## config.mk

```make
export PLATFORM = sky130hd
export DESIGN_NAME = irflc_regs
export DESIGN_NICKNAME = d
export VERILOG_FILES = /design/src/rtl/irflc_pkg.sv /design/src/rtl/irflc_regs.sv /design/src/rtl/irflc_cycle_timer.sv
export SDC_FILE = /design/constraint.sdc
export NUM_CORES = 1
export LEC_CHECK = 0
export BUFFER_PORTS_ARGS = -buffer_cell sky130_fd_sc_hd__buf_2
export CORE_MARGIN = 2
export CORE_UTILIZATION = 35
export DETAILED_ROUTE_END_ITERATION = 10
export PLACE_DENSITY = 0.72
export SLEW_MARGIN = 20
export SYNTH_ARGS = -nofsm -noshare
export SYNTH_HDL_FRONTEND = slang
export SYNTH_SLANG_ARGS = --single-unit
```

## constraint.sdc

```tcl
create_clock -name clk_i -period 2.3 [get_ports clk_i]
set_clock_uncertainty 0.2 [all_clocks]
set_input_delay 0.46 -clock clk_i [delete_from_list [all_inputs] [get_ports clk_i]]
set_output_delay 0.46 -clock clk_i [all_outputs]
set_load 0.01 [all_outputs]
```

## src/rtl/irflc_pkg.sv

```systemverilog
// constants for the receive mask, fairness and link configuration register slice
package irflc_pkg;
   // ****************************************************************
   // register byte offsets
   // ****************************************************************
   localparam logic [7:0] IRFLC_MASK_SET_ADDR  = 8'hA8;
   localparam logic [7:0] IRFLC_MASK_CLR_ADDR  = 8'hAC;
   localparam logic [7:0] IRFLC_FAIR_ADDR      = 8'hDC;
   localparam logic [7:0] IRFLC_LINK_SET_ADDR  = 8'hE0;
   localparam logic [7:0] IRFLC_LINK_CLR_ADDR  = 8'hE4;
   localparam logic [7:0] IRFLC_IRQ_STAT_ADDR  = 8'hF0;
   localparam logic [7:0] IRFLC_IRQ_MASK_ADDR  = 8'hF4;
   localparam logic [7:0] IRFLC_TIMER_ADDR     = 8'hF8;
   // ****************************************************************
   // field layout
   // ****************************************************************
   localparam int         IRFLC_CTX_N          = 4;
   localparam int         IRFLC_FAIR_W         = 8;
   localparam int         IRFLC_EXT_SRC_BIT    = 22;
   localparam int         IRFLC_CMASTER_BIT    = 21;
   localparam int         IRFLC_RUN_BIT        = 20;
   localparam int         IRFLC_PHYPKT_BIT     = 10;
   localparam int         IRFLC_SELFID_BIT     = 9;
   localparam logic [31:0] IRFLC_LINK_WMASK    = 32'h0070_0600;
   localparam logic [31:0] IRFLC_ZERO          = 32'h0000_0000;
   // ****************************************************************
   // interrupt status bits
   // ****************************************************************
   localparam int         IRFLC_EV_ROLL        = 0;
   localparam int         IRFLC_EV_START       = 1;
   localparam int         IRFLC_EV_OVERRUN     = 2;
   localparam int         IRFLC_EV_N           = 3;
   // ****************************************************************
   // cycle timer and bus transfer types
   // ****************************************************************
   localparam int         IRFLC_ROLL_CYCLES    = 3072;
   localparam int         IRFLC_TIMER_W        = 12;
   localparam logic [1:0] IRFLC_HTRANS_NONSEQ  = 2'h2;
   localparam logic [1:0] IRFLC_HTRANS_SEQ     = 2'h3;
endpackage

```

## src/rtl/irflc_regs.sv

```systemverilog
// receive mask, fairness limit and link configuration registers on AHB-Lite
//
// Behaviour
// - receive mask has set address A8 and clear address AC, ones act
// - reads at either mask address return the current mask
// - mask gates receive events; only bits 3..0 exist, upper read zero
// - fairness register low byte holds writable priority request cap
// - fairness upper 24 bits read zero; register resets to zero
// - link flags have set address E0 and clear address E4, ones act
// - timer rolls on external input if selected, else after 3072 cycles
// - cycle master with root sends start at rollover; cleared by overrun
// - timer counts and rolls only while run flag is set
// - phy packets accepted only with flag and context enabled; self-id separate
`timescale 1ns/1ns
module irflc_regs #(
   parameter int ROLL_CYCLES = irflc_pkg::IRFLC_ROLL_CYCLES
) (
   // clock and reset
   input  wire logic                              clk_i,
   input  wire logic                              rst_n_i,
   // ahb-lite slave
   input  wire logic                              hsel_i,
   input  wire logic [31:0]                       haddr_i,
   input  wire logic [1:0]                        htrans_i,
   input  wire logic                              hwrite_i,
   input  wire logic [2:0]                        hsize_i,
   input  wire logic [31:0]                       hwdata_i,
   input  wire logic                              hready_i,
   output logic [31:0]                            hrdata_o,
   output logic                                   hreadyout_o,
   output logic                                   hresp_o,
   // receive contexts
   input  wire logic [irflc_pkg::IRFLC_CTX_N-1:0] iso_rx_event_i,
   output logic                                   iso_receive_irq_o,
   // phy and receiver
   input  wire logic                              external_cycle_input_i,
   input  wire logic                              phy_root_i,
   input  wire logic                              cycle_overrun_event_i,
   input  wire logic                              ar_req_ctx_enabled_i,
   output logic                                   accept_phy_packets_o,
   output logic                                   accept_self_id_o,
   output logic                                   cycle_start_o,
   output logic [irflc_pkg::IRFLC_FAIR_W-1:0]     pri_req_limit_o,
   output logic [irflc_pkg::IRFLC_TIMER_W-1:0]    cycle_offset_o,
   // interrupt
   output logic                                   irq_o
);
   import irflc_pkg::*;

   // ****************************************************************
   // state
   // ****************************************************************
   localparam int             CTX_W = IRFLC_CTX_N;
   localparam int             FAIR_W = IRFLC_FAIR_W;
   // software visible registers
   logic [CTX_W-1:0]          rx_mask;
   logic [FAIR_W-1:0]         fair;
   logic [31:0]               link;
   logic [IRFLC_EV_N-1:0]     ev_stat;
   logic [IRFLC_EV_N-1:0]     ev_mask;
   // data phase tracking
   logic                      wr_pend;
   logic [7:0]                wr_addr;
   // synchroniser stages
   logic [2:0]                cin_sync;
   logic                      root_q1;
   logic                      root_q2;
   logic                      ovr_q1;
   logic                      ovr_q2;
   logic                      ovr_prev;
   logic [CTX_W-1:0]          ev_q1;
   logic [CTX_W-1:0]          ev_q2;

   // ****************************************************************
   // bus decode
   // ****************************************************************
   function automatic logic hit(input logic [7:0] a, input logic [7:0] ref_a);
      return a == ref_a;
   endfunction

   wire             addr_valid = hsel_i & hready_i & htrans_i[1];
   wire             wr_take    = addr_valid & hwrite_i;
   wire             rd_take    = addr_valid & ~hwrite_i;
   wire [7:0]       rd_addr    = haddr_i[7:0];
   wire             w_mset     = wr_pend & hit(wr_addr, IRFLC_MASK_SET_ADDR);
   wire             w_mclr     = wr_pend & hit(wr_addr, IRFLC_MASK_CLR_ADDR);
   wire             w_fair     = wr_pend & hit(wr_addr, IRFLC_FAIR_ADDR);
   wire             w_lset     = wr_pend & hit(wr_addr, IRFLC_LINK_SET_ADDR);
   wire             w_lclr     = wr_pend & hit(wr_addr, IRFLC_LINK_CLR_ADDR);
   wire             w_istat    = wr_pend & hit(wr_addr, IRFLC_IRQ_STAT_ADDR);
   wire             w_imask    = wr_pend & hit(wr_addr, IRFLC_IRQ_MASK_ADDR);

   // ****************************************************************
   // synchronised inputs
   // ****************************************************************
   wire             ext_edge   = cin_sync[1] & ~cin_sync[2];
   wire             ovr_rise   = ovr_q2 & ~ovr_prev;
   wire             roll;

   // flag views
   wire             f_ext      = link[IRFLC_EXT_SRC_BIT];
   wire             f_master   = link[IRFLC_CMASTER_BIT];
   wire             f_run      = link[IRFLC_RUN_BIT];

   // ****************************************************************
   // next values
   // ****************************************************************
   // mask: ones at the set address set bits, at the clear address clear them
   wire [CTX_W-1:0] wd_ctx     = hwdata_i[CTX_W-1:0];
   wire [CTX_W-1:0] next_rx_mask =
      (rx_mask | (w_mset ? wd_ctx : '0)) & ~(w_mclr ? wd_ctx : '0);
   // link flag ones, limited to the implemented flags
   wire [31:0]      set_bits   = (w_lset ? hwdata_i : IRFLC_ZERO) & IRFLC_LINK_WMASK;
   wire [31:0]      clr_bits   = (w_lclr ? hwdata_i : IRFLC_ZERO) & IRFLC_LINK_WMASK;
   // master flag may not be set while overrun pending; overrun clears it
   wire             master_blk = ovr_q2 | ovr_rise;
   wire [31:0]      set_gated  =
      master_blk ? (set_bits & ~(32'h1 << IRFLC_CMASTER_BIT)) : set_bits;
   wire [31:0]      next_link_raw = (link | set_gated) & ~clr_bits;
   wire [31:0]      next_link  =
      ovr_rise ? (next_link_raw & ~(32'h1 << IRFLC_CMASTER_BIT)) : next_link_raw;
   // events: overrun edge, cycle start sent, rollover
   wire [IRFLC_EV_N-1:0] ev_now = {ovr_rise, cycle_start_o, roll};
   // set wins over write-one-to-clear
   wire [IRFLC_EV_N-1:0] next_ev_stat =
      (ev_stat & ~(w_istat ? hwdata_i[IRFLC_EV_N-1:0] : '0)) | ev_now;

   // ****************************************************************
   // read mux
   // ****************************************************************
   wire [31:0]      rd_mask    = {{(32-CTX_W){1'b0}}, rx_mask};
   wire [31:0]      rd_fair    = {{(32-FAIR_W){1'b0}}, fair};
   wire [31:0]      rd_link    = link & IRFLC_LINK_WMASK;
   wire [31:0]      rd_stat    = {{(32-IRFLC_EV_N){1'b0}}, ev_stat};
   wire [31:0]      rd_imask   = {{(32-IRFLC_EV_N){1'b0}}, ev_mask};
   wire [31:0]      rd_timer   = {{(32-IRFLC_TIMER_W){1'b0}}, cycle_offset_o};

   // address selects; set and clear addresses of a pair read alike
   wire             s_mask     =
      hit(rd_addr, IRFLC_MASK_SET_ADDR) | hit(rd_addr, IRFLC_MASK_CLR_ADDR);
   wire             s_fair     = hit(rd_addr, IRFLC_FAIR_ADDR);
   wire             s_link     =
      hit(rd_addr, IRFLC_LINK_SET_ADDR) | hit(rd_addr, IRFLC_LINK_CLR_ADDR);
   wire             s_stat     = hit(rd_addr, IRFLC_IRQ_STAT_ADDR);
   wire             s_imask    = hit(rd_addr, IRFLC_IRQ_MASK_ADDR);
   wire             s_timer    = hit(rd_addr, IRFLC_TIMER_ADDR);

   // unmapped addresses fall through to zero
   wire [31:0]      rd_value   =
      s_mask  ? rd_mask  :
      s_fair  ? rd_fair  :
      s_link  ? rd_link  :
      s_stat  ? rd_stat  :
      s_imask ? rd_imask :
      s_timer ? rd_timer : IRFLC_ZERO;

   // ****************************************************************
   // outputs
   // ****************************************************************
   // bus answers at once and always okay
   assign hreadyout_o          = 1'b1;
   assign hresp_o              = 1'b0;
   assign iso_receive_irq_o    = |(ev_q2 & rx_mask);
   assign accept_phy_packets_o = link[IRFLC_PHYPKT_BIT] & ar_req_ctx_enabled_i;
   assign accept_self_id_o     = link[IRFLC_SELFID_BIT];
   assign cycle_start_o        = roll & f_master & root_q2;
   assign pri_req_limit_o      = fair;
   assign irq_o                = |(ev_stat & ev_mask);

   // ****************************************************************
   // cycle timer
   // ****************************************************************
   // offset counter, rolls from the selected source
   irflc_cycle_timer #(
      .ROLL       (ROLL_CYCLES)
   ) u_timer (
      .clk_i      (clk_i),
      .rst_n_i    (rst_n_i),
      .run_i      (f_run),
      .ext_sel_i  (f_ext),
      .ext_edge_i (ext_edge),
      .offset_o   (cycle_offset_o),
      .roll_o     (roll)
   );

   // ****************************************************************
   // input synchronisers
   // ****************************************************************
   // external cycle input: two stages, then one more for its edge
   always_ff @(posedge clk_i) begin
      if (!rst_n_i) begin
         cin_sync <= '0;
      end else begin
         cin_sync <= {cin_sync[1:0], external_cycle_input_i};
      end
   end

   // root status level from the phy
   always_ff @(posedge clk_i) begin
      if (!rst_n_i) begin
         root_q1 <= 1'b0;
         root_q2 <= 1'b0;
      end else begin
         root_q1 <= phy_root_i;
         root_q2 <= root_q1;
      end
   end

   // overrun level, plus a stage for its rising edge
   always_ff @(posedge clk_i) begin
      if (!rst_n_i) begin
         ovr_q1   <= 1'b0;
         ovr_q2   <= 1'b0;
         ovr_prev <= 1'b0;
      end else begin
         ovr_q1   <= cycle_overrun_event_i;
         ovr_q2   <= ovr_q1;
         ovr_prev <= ovr_q2;
      end
   end

   // one two-stage synchroniser per receive context
   for (genvar c = 0; c < CTX_W; c++) begin : g_ev_sync
      always_ff @(posedge clk_i) begin
         if (!rst_n_i) begin
            ev_q1[c] <= 1'b0;
            ev_q2[c] <= 1'b0;
         end else begin
            ev_q1[c] <= iso_rx_event_i[c];
            ev_q2[c] <= ev_q1[c];
         end
      end
   end

   // ****************************************************************
   // bus data phase
   // ****************************************************************
   // a write is applied in the cycle after its address phase
   always_ff @(posedge clk_i) begin
      if (!rst_n_i) begin
         wr_pend <= 1'b0;
         wr_addr <= '0;
      end else begin
         wr_pend <= wr_take;
         wr_addr <= rd_addr;
      end
   end

   // read data captured at the address phase, so it stands in the data phase
   always_ff @(posedge clk_i) begin
      if (!rst_n_i) begin
         hrdata_o <= IRFLC_ZERO;
      end else if (rd_take) begin
         hrdata_o <= rd_value;
      end
   end

   // ****************************************************************
   // register state
   // ****************************************************************
   // receive context mask
   always_ff @(posedge clk_i) begin
      if (!rst_n_i) begin
         rx_mask <= '0;
      end else begin
         rx_mask <= next_rx_mask;
      end
   end

   // fairness limit, software written
   always_ff @(posedge clk_i) begin
      if (!rst_n_i) begin
         fair <= '0;
      end else if (w_fair) begin
         fair <= hwdata_i[FAIR_W-1:0];
      end
   end

   // link configuration flags
   always_ff @(posedge clk_i) begin
      if (!rst_n_i) begin
         link <= IRFLC_ZERO;
      end else begin
         link <= next_link;
      end
   end

   // sticky interrupt status, set wins over clear
   always_ff @(posedge clk_i) begin
      if (!rst_n_i) begin
         ev_stat <= '0;
      end else begin
         ev_stat <= next_ev_stat;
      end
   end

   // interrupt mask, software written
   always_ff @(posedge clk_i) begin
      if (!rst_n_i) begin
         ev_mask <= '0;
      end else if (w_imask) begin
         ev_mask <= hwdata_i[IRFLC_EV_N-1:0];
      end
   end
endmodule

```

## src/rtl/irflc_cycle_timer.sv

```systemverilog
// cycle timer offset counter with internal or external rollover
`timescale 1ns/1ns
module irflc_cycle_timer #(
   parameter int ROLL = 3072
) (
   // clock and reset
   input  wire logic                    clk_i,
   input  wire logic                    rst_n_i,
   // control
   input  wire logic                    run_i,
   input  wire logic                    ext_sel_i,
   input  wire logic                    ext_edge_i,
   // status
   output logic [irflc_pkg::IRFLC_TIMER_W-1:0] offset_o,
   output logic                         roll_o
);
   import irflc_pkg::*;

   localparam logic [IRFLC_TIMER_W-1:0] LAST = IRFLC_TIMER_W'(ROLL - 1);

   logic                     at_last;
   logic [IRFLC_TIMER_W-1:0] next_offset;

   // rollover source selection
   assign at_last     = (offset_o == LAST);
   assign roll_o      = run_i & (ext_sel_i ? ext_edge_i : at_last);
   assign next_offset = roll_o ? '0 : (at_last ? offset_o : offset_o + 1'b1);

   // counter, held while stopped
   always_ff @(posedge clk_i) begin
      if (!rst_n_i) begin
         offset_o <= '0;
      end else if (run_i) begin
         offset_o <= next_offset;
      end
   end
endmodule

```

======== Yosys cells after proc, flatten, opt, wreduce, memory -nomap -nowiden ========
Cells that the tools add are included.
storage, ports and cells
  flip-flop bits (word level) ............. 119
  input port bits ......................... 82
  output and inout port bits .............. 59
  logic and storage cells ................. 96
operators by class
  add/subtract/negate cells ............... 1
  equality and inequality tests ........... 17
  muxes and demuxes ....................... 15
  bitwise logic cells ..................... 35
  reductions and logical operators ........ 4
operators with widths
  kind                   number
  $eq 8x8->1 const B     15
  $mux 23                5
  $mux 12                5
  $and 32x32->32         1
  $not 23->32            1
  $or 32x23->32          1
  $mux 22                1
  $and 1x1->1            17
  $add 12x1->12 const B  1
  $eq 12x12->1 const B   1
  $and 4x4->4            2
  $mux 4                 2
  $and 3x3->3            2
  $not 1->1              4
  $not 4->4              1
  $or 4x4->4             1
  $reduce_or 4->1        1
  $mux 3                 1
  $not 3->3              1
  $or 1x1->1             3
  $or 3x3->3             1
  $reduce_or 3->1        1
  $ne 2x2->1 const B     1
  $reduce_and 2->1       1
  other kinds (2)        2

======== Logic depth before layout (Yosys ltp) ========
Gate-level depths: netlist (run 1).
  depth after elaboration ................. 7
  gate-level depth with buffers ........... 7
  depth with buffers taken out ............ 6

======== Hierarchy ========
A second synthesis (run 1) with hierarchy kept.
second synthesis, totals
  cell total of the unflattened synthesis .. 352
  area total of the unflattened synthesis .. 3,347.0 um2
by module, submodules not included
  module             instances  cells each  area an instance (um2)  sequential area each (um2)
  irflc_regs         1          278         2,660.1                 1,261.2
  irflc_cycle_timer  1          74          686.9                   240.2

======== Least setup slack after synthesis (run 1) ========
No wires, ideal clock.
  path type ............................... register to output
  from .................................... reg u_timer.offset_o[0] (netlist bit)
  to ...................................... out cycle_start_o
  data arrival time ....................... 1.395 ns
  required time ........................... 1.640 ns
  setup slack ............................. 0.245 ns
  stages on the path, launching flop included .. 6
  buffers on the path ..................... 0
  cell sequence ........................... dfxtp_1 ha_1 nand3_1 nor3_1 o211a_1 and3_1
on the way
  longest elaborated chain between the ends .. 5
ends and longest elaborated chain
  element                   RTL line                 text
  from (decl)               irflc_cycle_timer.sv:14  output logic [irflc_pkg::IRFLC_TIMER_W-1:0] offset_o,
  from (signal assigned)    irflc_cycle_timer.sv:34  offset_o <= next_offset;
  $eq 12x12->1              irflc_cycle_timer.sv:25  assign at_last = (offset_o == LAST);
  $mux 1                    irflc_cycle_timer.sv:26  assign roll_o = run_i & (ext_sel_i ? ext_edge_i : at_last);
  $and 1x1->1               irflc_cycle_timer.sv:26
  $and 1x1->1 (2 in a row)  irflc_regs.sv:166        assign cycle_start_o = roll & f_master & root_q2;
  to (decl)                 irflc_regs.sv:42         output logic cycle_start_o,
No other way between the ends.

======== Worst setup path after layout (run 1) ========
Ends and elaborated chain as after synthesis.

==> run_results.csv, run 1 <==
group,metric,value,unit
timing,final.setup.worst_slack,-73.8,ps
synthesis,syn_area_per_cell,9.19,µm²
layout,final_area,4140,µm²
route,ant_nets,0,
synthesis,async_flop_share,0,%
worst_setup_path,crit_path_start_kind,"flop",
clocking,clk_pin_slew,90,ps
timing,fin_crit_sh,103,%
floorplan,core_region_area,9110,µm²
route,totalWireLength,8.44,mm
synthesis,netlist_area,3250,µm²
power_and_ir_drop,p_leak,0.00177,µW
grt,grt_pass1_vias,2674,
route,avgRoutedWirePerCell,14.8,µm
synthesis,netlist_instances,354,
synthesis,netlist-cell-type-count,52,
floorplan,fp-row-count,35,
synthesis,synthTopCellsByCount,"dfxtp_1 (75), nor2_1 (41), and2_1 (27)",
synthesis,yosys_register_bits,75,
route,drt-initial-drc-count,161,
timing,rsz0062_at_grt,"true",
grt,grt_use_total,17.0,%
layout,syn2layout_area_growth,27.3,%
power_and_ir_drop,p_clk_share,42.8,%
synthesis,synth_top_area_share,46.2,%
power_and_ir_drop,p_switching,660,µW
layout,drive_gt1_share,30.6,%
floorplan,initial_core_util,35.7,%
layout,num_antenna_cells,0,
route,drc_errors,0,
clocking,cts_buffer_depth,2,
grt,antenna_found_initial,0,
worst_setup_path,crit_fanout,2,
timing,fmax,0.421,GHz
timing,setup_viol,1,
run,drv_cap,0,
power_and_ir_drop,seqPwrFrac,51.8,%
power_and_ir_drop,internal_power,1900,µW
clocking,cts_root_buf,"clkbuf_8",
worst_hold_path,min_path_type,"input pin to flop",
floorplan,die_h,100,µm
synthesis,synth_area_leaders,"dfxtp_1 (46%), and2_1 (5.2%), nor2_1 (4.7%), buf_4 (4.4%), mux2i_1 (4.3%)",
synthesis,yosysTopAreaCell,"dfxtp_1",
route,num_vias,2926,
route,drtPass1Iterations,4,
worst_setup_path,required,1640,ps
worst_setup_path,worst_setup_path_end_kind,"output port",
grt,grt_pass1_wl,13.3,mm
clocking,numCtsBuffers,9,
grt,grt_max_degree,35,
timing,slew_violations,0,
floorplan,die_width,100,µm
power_and_ir_drop,switching_share,25.8,%
worst_setup_path,arrival,1710,ps
timing,final.min_clock_period,2370,ps
run_status,violations,"setup timing",
grt,overflow,0,
power_and_ir_drop,vdd_drop_max,0.000295,V
placement,placed_area,3800,µm²
clocking,tritoncts,"yes",
worst_setup_path,critPathKind,"flop to output port",
placement,port_buffers,74,
placement,place_hpwl,6.24,mm
route,viasPerCell,5.12,
floorplan,die_area,10100,µm²
synthesis,synth_edf_count,0,
timing,fin_hold_ws,78.2,ps
power_and_ir_drop,power,2560,µW
clocking,ctsHoldBuffers,0,
layout,final_net_count,539,
placement,place.gp.congestion,0.869,
synthesis,yosysWarningCount,0,
placement,dp_slack,82.1,ps
clocking,clock_latency,370,ps
clocking,cts_max_level,3,
floorplan,pin_count,141,
power_and_ir_drop,power-per-cell-area,618,nW/µm²
clocking,cts.sinks,75,
synthesis,synth.most_common_cell,"dfxtp_1",
run_status,status,"finished, violations left",
synthesis,seq_area_frac_synth,46.2,%
power_and_ir_drop,p_comb_share,5.4,%
synthesis,ys.flop_type,"dfxtp_1",
timing,hold_viol,0,
-- layer usage --
layer / track usage (%) / vias up / part of all wire, %
met1: 20.9 / 1389 / 43
met3: 3.69 / 18 / 4.8
met5: 0 / - / 0
met4: 8.22 / 0 / 2.3
li1: - / 1436 / -
met2: 28.3 / 83 / 50
-- area by class of cell --
cell class | count | area (µm²)
well taps | 111 | 139
inverters | 6 | 22.5
multi-input cells | 258 | 1640
clock inverters | 7 | 87.6
repair buffers | 106 | 617
fillers | 872 | 4970
flip-flops and latches | 75 | 1510
clock buffers | 9 | 124
-- cell families (layout without fill, tap and decap cells) --
kind of cell             after synthesis  after routing  share of synthesized area [%]
multiplexers                          14             14                           4.31
AND/OR/NAND/NOR                      145            145                           25.5
AO/OA/AOI/OAI                         73             73                           15.2
XOR/XNOR                               6              6                           1.62
other                                  2             19                          0.231
flip-flops                            75             75                           46.2
adder cells (fa/ha/maj)                1              1                          0.385
buffers and inverters                 38            128                           6.65
-- critical path: stages, from the launching register on --
cell     delay (ps)
dfxtp_2         370
ha_4            160
nand3_4          90
nor3_4          200
o211a_1         220
and3_4          210
buf_6           100
-- final timing paths --
check	start	end	slack, ps	cells past startpoint
min reg2reg	root_q1	root_q2	240	1
min	hwdata_i[21]	link[21]	80	2
max reg2reg	u_timer.offset_o[0]	u_timer.offset_o[4]	120	9
max	u_timer.offset_o[0]	cycle_start_o	-70	6
-- registers in the layout, summed over array words and instances, names as in the netlist, 3 cells and up --
| name | flops |
|---|---|
| link | 5 |
| wr_addr | 8 |
| ev_stat | 3 |
| pri_req_limit_o | 8 |
| rx_mask | 4 |
| ev_q2 | 4 |
| u_timer.offset_o | 12 |
| hrdata_o | 15 |
| cin_sync | 3 |
| ev_mask | 3 |
| ev_q1 | 4 |
-- power groups by stage --
stage                     registers (µW)  logic, µW  clock network (µW)
after floorplan                     1360        101                   0
after global placement              1360        134                   0
after detailed placement            1360        137                   0
after CTS                           1330        137                1110
after global routing                1330        153                1170
final                               1330        138                1100
-- layout by cell type (no fill, tap or decap), drive strengths merged, types with 2 or more instances in the layout --
master,netlist,layout
xor2,5,5
a22oi,15,15
and3,2,2
a21oi,21,21
a2bb2oi,5,5
a31oi,3,3
o21ai,7,7
nand4b,3,3
nand3,7,7
nor3,10,10
inv,5,11
nand4,5,5
and4,2,2
and4b,3,3
and2,27,27
nor2b,2,2
dfxtp,75,75
conb,2,19
nor4,4,4
or3,5,5
nand2,21,21
buf,21,106
nor2,41,41
nand2b,6,6
clkbuf,11,9
o31ai,3,3
a211oi,10,10
or3b,2,2
mux2i,14,14
-- per-stage QoR --
step,util [%],std cells,TNS (ps)
final,45.5,572,-73.8
after global routing,45.5,572,-139
after CTS,44.6,566,-83.9
after detailed placement,41.8,547,0
after global placement,41.8,547,0
after floorplan,-,371,0
-- what timing repair did --
action / 4_1_cts / 5_1_grt
endpoints found under the hold margin: 0 / 0
setup buffers: 3 / 6
pin swaps: 4 / 5
endpoints found under the setup margin: 1 / 1
resized for setup: 8 / 7
Note: power is estimated with default switching activity, not from simulation.
==> run 2: changes to the inputs <==
--- a/config.mk
+++ b/config.mk
@@ -6,10 +6,12 @@
 export NUM_CORES = 1
 export LEC_CHECK = 0
 export BUFFER_PORTS_ARGS = -buffer_cell sky130_fd_sc_hd__buf_2
+export CELL_PAD_IN_SITES_DETAIL_PLACEMENT = 0
+export CELL_PAD_IN_SITES_GLOBAL_PLACEMENT = 1
 export CORE_MARGIN = 2
-export CORE_UTILIZATION = 35
+export CORE_UTILIZATION = 34
 export DETAILED_ROUTE_END_ITERATION = 10
-export PLACE_DENSITY = 0.72
+export PLACE_DENSITY = 0.89
 export SLEW_MARGIN = 20
 export SYNTH_ARGS = -nofsm -noshare
 export SYNTH_HDL_FRONTEND = slang
==> run 2 against run 1 <==
Effect of this change:
- the flow still finishes with violations (setup timing)
- hold slack gained 17 ps
- register-to-register slack gained 130 ps
- fmax up 1.4%
- first-iteration DRC count fell by 30%
- cell count grew 3.0%
- global-route usage decreased by 0.71 points
- design area is 0.66% higher
- sequential cell count unchanged
- combinational power about the same
- routed wire length up 1.4%
- critical path depth did not move
==> run_results.csv, run 2 (synthesis gave the netlist of run 1 again) <==
group,metric,value,unit
run_status,status,"finished, violations left",
run_status,violations,"setup timing",
worst_setup_path,path_buf_inv,1,
route,ant_nets,0,
floorplan,core_region_area,9240,µm²
grt,grt_use_total,16.3,%
worst_setup_path,rr_worst_depth,5,
layout,final_common_cell,"buf_2",
power_and_ir_drop,internal_power,2020,µW
run,drv_cap,0,
worst_hold_path,whs_endpoint,"link[9]",
placement,place.gp.congestion,0.872,
grt,grt_max_degree,35,
worst_setup_path,timing.rr.start,"wr_pend",
power_and_ir_drop,power-per-cell-area,626,nW/µm²
route,num_vias,2967,
layout,largest_reg_flops,15,
worst_setup_path,r2r_setup_slack,250,ps
floorplan,pin_count,141,
placement,dp_slack,139,ps
power_and_ir_drop,p_leak,0.00176,µW
timing,slew_violations,0,
timing,setup_viol,1,
layout,final_cell_mix,"buf_2 (73), dfxtp_1 (71), nor2_1 (41)",
layout,syn2layout_area_growth,28.2,%
power_and_ir_drop,p_clk_share,43.7,%
timing,final.min_clock_period,2340,ps
layout,final_area,4170,µm²
layout,n_fill_cell,920,
route,drt-initial-drc-count,112,
worst_setup_path,required,1640,ps
clocking,clk_pin_slew,80,ps
floorplan,die_h,102,µm
worst_setup_path,crit_chain,"ha_4 > nand3_4 > nor3_4 > o211a_1 > and3_4 > buf_6",
floorplan,die_width,102,µm
timing,worst_pin_slew,498,ps
worst_setup_path,arrival,1680,ps
clocking,cts_buffer_depth,2,
clocking,tritoncts,"yes",
timing,final.setup.worst_slack,-40.7,ps
worst_setup_path,crit_fanout,2,
grt,overflow,0,
timing,hold_viol,0,
route,drc_errors,0,
timing,fmax,0.427,GHz
layout,post-route-util,45.1,%
timing,rsz0062_at_grt,"true",
worst_setup_path,max_stage_delay,360,ps
layout,final_net_count,538,
layout,num_antenna_cells,0,
timing,fin_setup_tns,-40.7,ps
grt,grt_pass1_vias,2714,
layout,seq_area,1510,µm²
worst_hold_path,holdPathStages,2,
power_and_ir_drop,p_switching,591,µW
grt,grt_pass1_wl,13.1,mm
worst_setup_path,crit_path_start_kind,"flop",
clocking,cts.sinks,75,
placement,placed_area,3850,µm²
clocking,clock_latency,350,ps
route,avgRoutedWirePerCell,14.5,µm
power_and_ir_drop,switching_share,22.7,%
worst_hold_path,min_path_type,"input pin to flop",
power_and_ir_drop,p_comb_share,5.4,%
layout,top_regs,"hrdata_o: 15 flops, u_timer.offset_o: 12 flops",
layout,regMostFlops,"hrdata_o",
worst_setup_path,cp-startpoint,"u_timer.offset_o[0]",
clocking,cts_root_buf,"clkbuf_8",
placement,port_buffers,74,
timing,maxSlewHeadroom,66.5,%
power_and_ir_drop,vdd_drop_max,0.000293,V
worst_setup_path,rr_endpoint,"link[22]",
route,totalWireLength,8.56,mm
clocking,numCtsBuffers,9,
worst_setup_path,critPathKind,"flop to output port",
layout,multi_input_area,1640,µm²
worst_setup_path,worst_setup_path_end_kind,"output port",
layout,drive_gt1_share,30.2,%
floorplan,initial_core_util,35.2,%
floorplan,fp-row-count,35,
worst_hold_path,worstHoldStart,"hwdata_i[9]",
worst_setup_path,crit_family,"simple AND/OR/NAND/NOR gates",
route,drtPass1Iterations,4,
floorplan,die_area,10400,µm²
worst_setup_path,crit_path_top_delay_cell,"dfxtp_2",
timing,fin_hold_ws,95.5,ps
power_and_ir_drop,seqPwrFrac,50.9,%
clocking,cts_max_level,3,
placement,place_hpwl,6.39,mm
grt,antenna_found_initial,0,
route,viasPerCell,5.04,
timing,fin_crit_sh,102,%
-- run 2: changes by cell type in the layout (fill, tap and decap cells not counted), sizes merged --
cell / before / now
clkinv: 1 / 2
buf: 106 / 105
bufinv: 1 / 2
clkinvlp: 0 / 1
clkbuf: 9 / 11
inv: 11 / 6
-- run 2: power by group through the flow --
stage                     combinational [µW]  sequential (µW)  clock (µW)
after floorplan                          101             1360           0
final                                    141             1330        1140
after global placement                   138             1360           0
after global routing                     155             1330        1220
after CTS                                141             1330        1150
after detailed placement                 140             1360           0
-- run 2: repair_timing --
action,4_1_cts,5_1_grt
pin swaps,4,5
resized for setup,6,8
setup buffers,2,3
setup endpoints to repair,1,1
hold buffers,0,0
cloned,0,0
-- run 2: final cells by class --
class                           instances  area share [%]
Multi-Input combinational cell        258            39.3
Sequential cell                        75            36.2
Timing Repair Buffer                  105            14.6
Tap cell                              129            3.87
Clock buffer                           11            3.39
Clock inverter                          5            2.04
Inverter                                6           0.540
-- run 2: worst register-to-register path, cell delays in order, from the launching register on --
cell and delay [ps]:
dfxtp_1 360, nand3_1 140, or3b_2 550, nor3_2 370
a21oi_1 130, a211oi_1 230
-- run 2: worst max-delay path by stage --
stage                     slack [ps]       endpoint  cells past startpoint
after floorplan                  250  cycle_start_o                      5
after global placement           160   hrdata_o[10]                      7
after detailed placement         140   hrdata_o[10]                      7
after CTS                        -70  cycle_start_o                      5
after global routing            -100  cycle_start_o                      6
final                            -40  cycle_start_o                      6
-- run 2: per-stage QoR --
step                cells  total power, µW
finish                589             2610
global route          589             2700
CTS                   586             2620
detailed placement    568             1500
global placement      568             1500
floorplan             371             1460
-- run 2: routing by layer --
metal | global-route usage (%) | vias up | wire length [µm]
li1 | - | 1432 | -
met1 | 20.2 | 1426 | 3590
met2 | 27.2 | 98 | 4300
met3 | 3.90 | 11 | 547
met4 | 7.18 | 0 | 112
met5 | 0 | - | 0
==> run 3: changes to the inputs <==
--- a/config.mk
+++ b/config.mk
@@ -12,6 +12,8 @@
 export CORE_UTILIZATION = 34
 export DETAILED_ROUTE_END_ITERATION = 10
 export PLACE_DENSITY = 0.89
+export RECOVER_POWER = 100
+export SKIP_CTS_REPAIR_TIMING = 1
 export SLEW_MARGIN = 20
 export SYNTH_ARGS = -nofsm -noshare
 export SYNTH_HDL_FRONTEND = slang
==> run 3 against run 2 <==
Effect of this change:
- the run still ends with setup timing left
- non-clock buffer count down 2
- combinational power is essentially flat
- via count is 0.24% lower
- utilization down 0.88 points
- hold slack got worse by 2.0 ps
- design area shrank 2.0%
- critical path type unchanged
- highest routed layer unchanged
==> run_results.csv, run 3 (synthesis gave the netlist of run 1 again) <==
group,metric,value,unit
grt,grt_pass1_wl,12.9,mm
layout,multi_input_area,1630,µm²
worst_setup_path,crit_fanout,3,
power_and_ir_drop,internal_power,2020,µW
timing,final.min_clock_period,2350,ps
timing,rsz0062_at_grt,"true",
placement,dp.cells,568,
floorplan,die_h,102,µm
timing,hold_viol,0,
worst_setup_path,worst_setup_path_end_kind,"output port",
floorplan,fp-row-count,35,
power_and_ir_drop,seqPwrFrac,50.8,%
layout,final_net_count,536,
timing,slew_violations,0,
worst_hold_path,min_path_type,"input pin to flop",
timing,fmax,0.426,GHz
layout,final_cell_mix,"dfxtp_1 (72), buf_2 (48), nor2_1 (41)",
run_status,violations,"setup timing",
run,drv_cap,0,
floorplan,pin_count,141,
route,totalWireLength,8.44,mm
run_status,status,"finished, violations left",
grt,grt_max_degree,35,
layout,largest_reg_flops,15,
clocking,clock_latency,360,ps
timing,worst_pin_slew,934,ps
worst_setup_path,crit_path_start_kind,"flop",
floorplan,die_area,10400,µm²
clocking,tritoncts,"yes",
route,drtPass1Iterations,4,
power_and_ir_drop,power-per-cell-area,639,nW/µm²
clocking,clk_pin_slew,80,ps
layout,top_regs,"hrdata_o: 15 flops, u_timer.offset_o: 12 flops",
placement,placed_area,3850,µm²
layout,final_area,4090,µm²
clocking,numCtsBuffers,9,
worst_setup_path,max_stage_delay,360,ps
worst_setup_path,critPathKind,"flop to output port",
placement,port_buffers,74,
timing,final.setup.worst_slack,-45.9,ps
route,drc_errors,0,
timing,fin_hold_ws,93.5,ps
layout,regMostFlops,"hrdata_o",
power_and_ir_drop,p_leak,0.00159,µW
clocking,cts_root_buf,"clkbuf_8",
timing,fin_setup_tns,-45.9,ps
worst_setup_path,path_depth,6,
grt,overflow,0,
route,ant_nets,0,
floorplan,core_region_area,9240,µm²
layout,post-route-util,44.2,%
timing,fin_crit_sh,102,%
route,avgRoutedWirePerCell,14.4,µm
worst_setup_path,crit_chain,"ha_4 > nand3_4 > nor3_2 > o211a_1 > and3_4 > buf_6",
layout,drive_gt1_share,22.9,%
worst_setup_path,arrival,1690,ps
layout,final-instance-count-excl-fill,587,
layout,n_fill_cell,928,
placement,place.gp.congestion,0.872,
worst_setup_path,crit_family,"simple AND/OR/NAND/NOR gates",
power_and_ir_drop,vdd_drop_max,0.000291,V
worst_setup_path,rr_worst_depth,6,
worst_setup_path,crit_path_top_delay_cell,"dfxtp_2",
power_and_ir_drop,switching_share,22.8,%
grt,antenna_found_initial,0,
layout,num_antenna_cells,0,
power_and_ir_drop,p_clk_share,43.8,%
route,viasPerCell,5.04,
clocking,cts_buffer_depth,2,
floorplan,initial_core_util,35.2,%
layout,syn2layout_area_growth,25.7,%
grt,grt_pass1_vias,2685,
layout,final_common_cell,"dfxtp_1",
clocking,cts.sinks,75,
timing,maxSlewHeadroom,37.7,%
timing,setup_viol,1,
placement,place_hpwl,6.39,mm
route,num_vias,2960,
clocking,cts_max_level,3,
power_and_ir_drop,p_comb_share,5.3,%
layout,seq_area,1510,µm²
floorplan,die_width,102,µm
worst_setup_path,path_buf_inv,1,
worst_hold_path,holdPathStages,2,
worst_setup_path,required,1640,ps
power_and_ir_drop,p_switching,596,µW
route,drt-initial-drc-count,113,
grt,grt_use_total,16.2,%
-- run 3: cell types whose count changed in the layout (fill, tap and decap cells not counted), sizes merged --
| cell | change |
|---|---|
| clkbuf | +32 |
| buf | -34 |
-- run 3: path summary, 6_finish.rpt --
check,start,endpoint,slack (ps)
worst min register to register,ev_q1[2],ev_q2[2],240
worst min-delay path,hwdata_i[9],link[9],90
worst max-delay path,u_timer.offset_o[1],cycle_start_o,-50
worst max register to register,u_timer.offset_o[8],u_timer.offset_o[2],220
-- run 3: final cells by class --
type | count | area share, %
Tap cell | 129 | 3.95
Timing Repair Buffer | 103 | 13.2
Inverter | 6 | 0.551
Multi-Input combinational cell | 258 | 40.0
Clock inverter | 5 | 2.08
Clock buffer | 11 | 3.46
Sequential cell | 75 | 36.8
-- run 3: per-stage QoR --
stage | worst slack [ps] | total power (µW)
finish | -45.9 | 2610
global route | -110 | 2700
CTS | -184 | 2620
detailed placement | 139 | 1500
global placement | 162 | 1500
floorplan | 245 | 1460
-- run 3: routing by layer --
layer	track usage, %	share of wire, %
met5	0	0
met2	27.0	51
met1	19.9	42
met3	3.83	6.1
met4	7.18	1.0
-- run 3: power by group through the flow --
stage | Clock (µW) | Sequential, µW | Combinational, µW
global placement | 0 | 1360 | 138
finish | 1140 | 1330 | 139
CTS | 1150 | 1330 | 141
detailed placement | 0 | 1360 | 140
global route | 1210 | 1330 | 153
floorplan | 0 | 1360 | 101
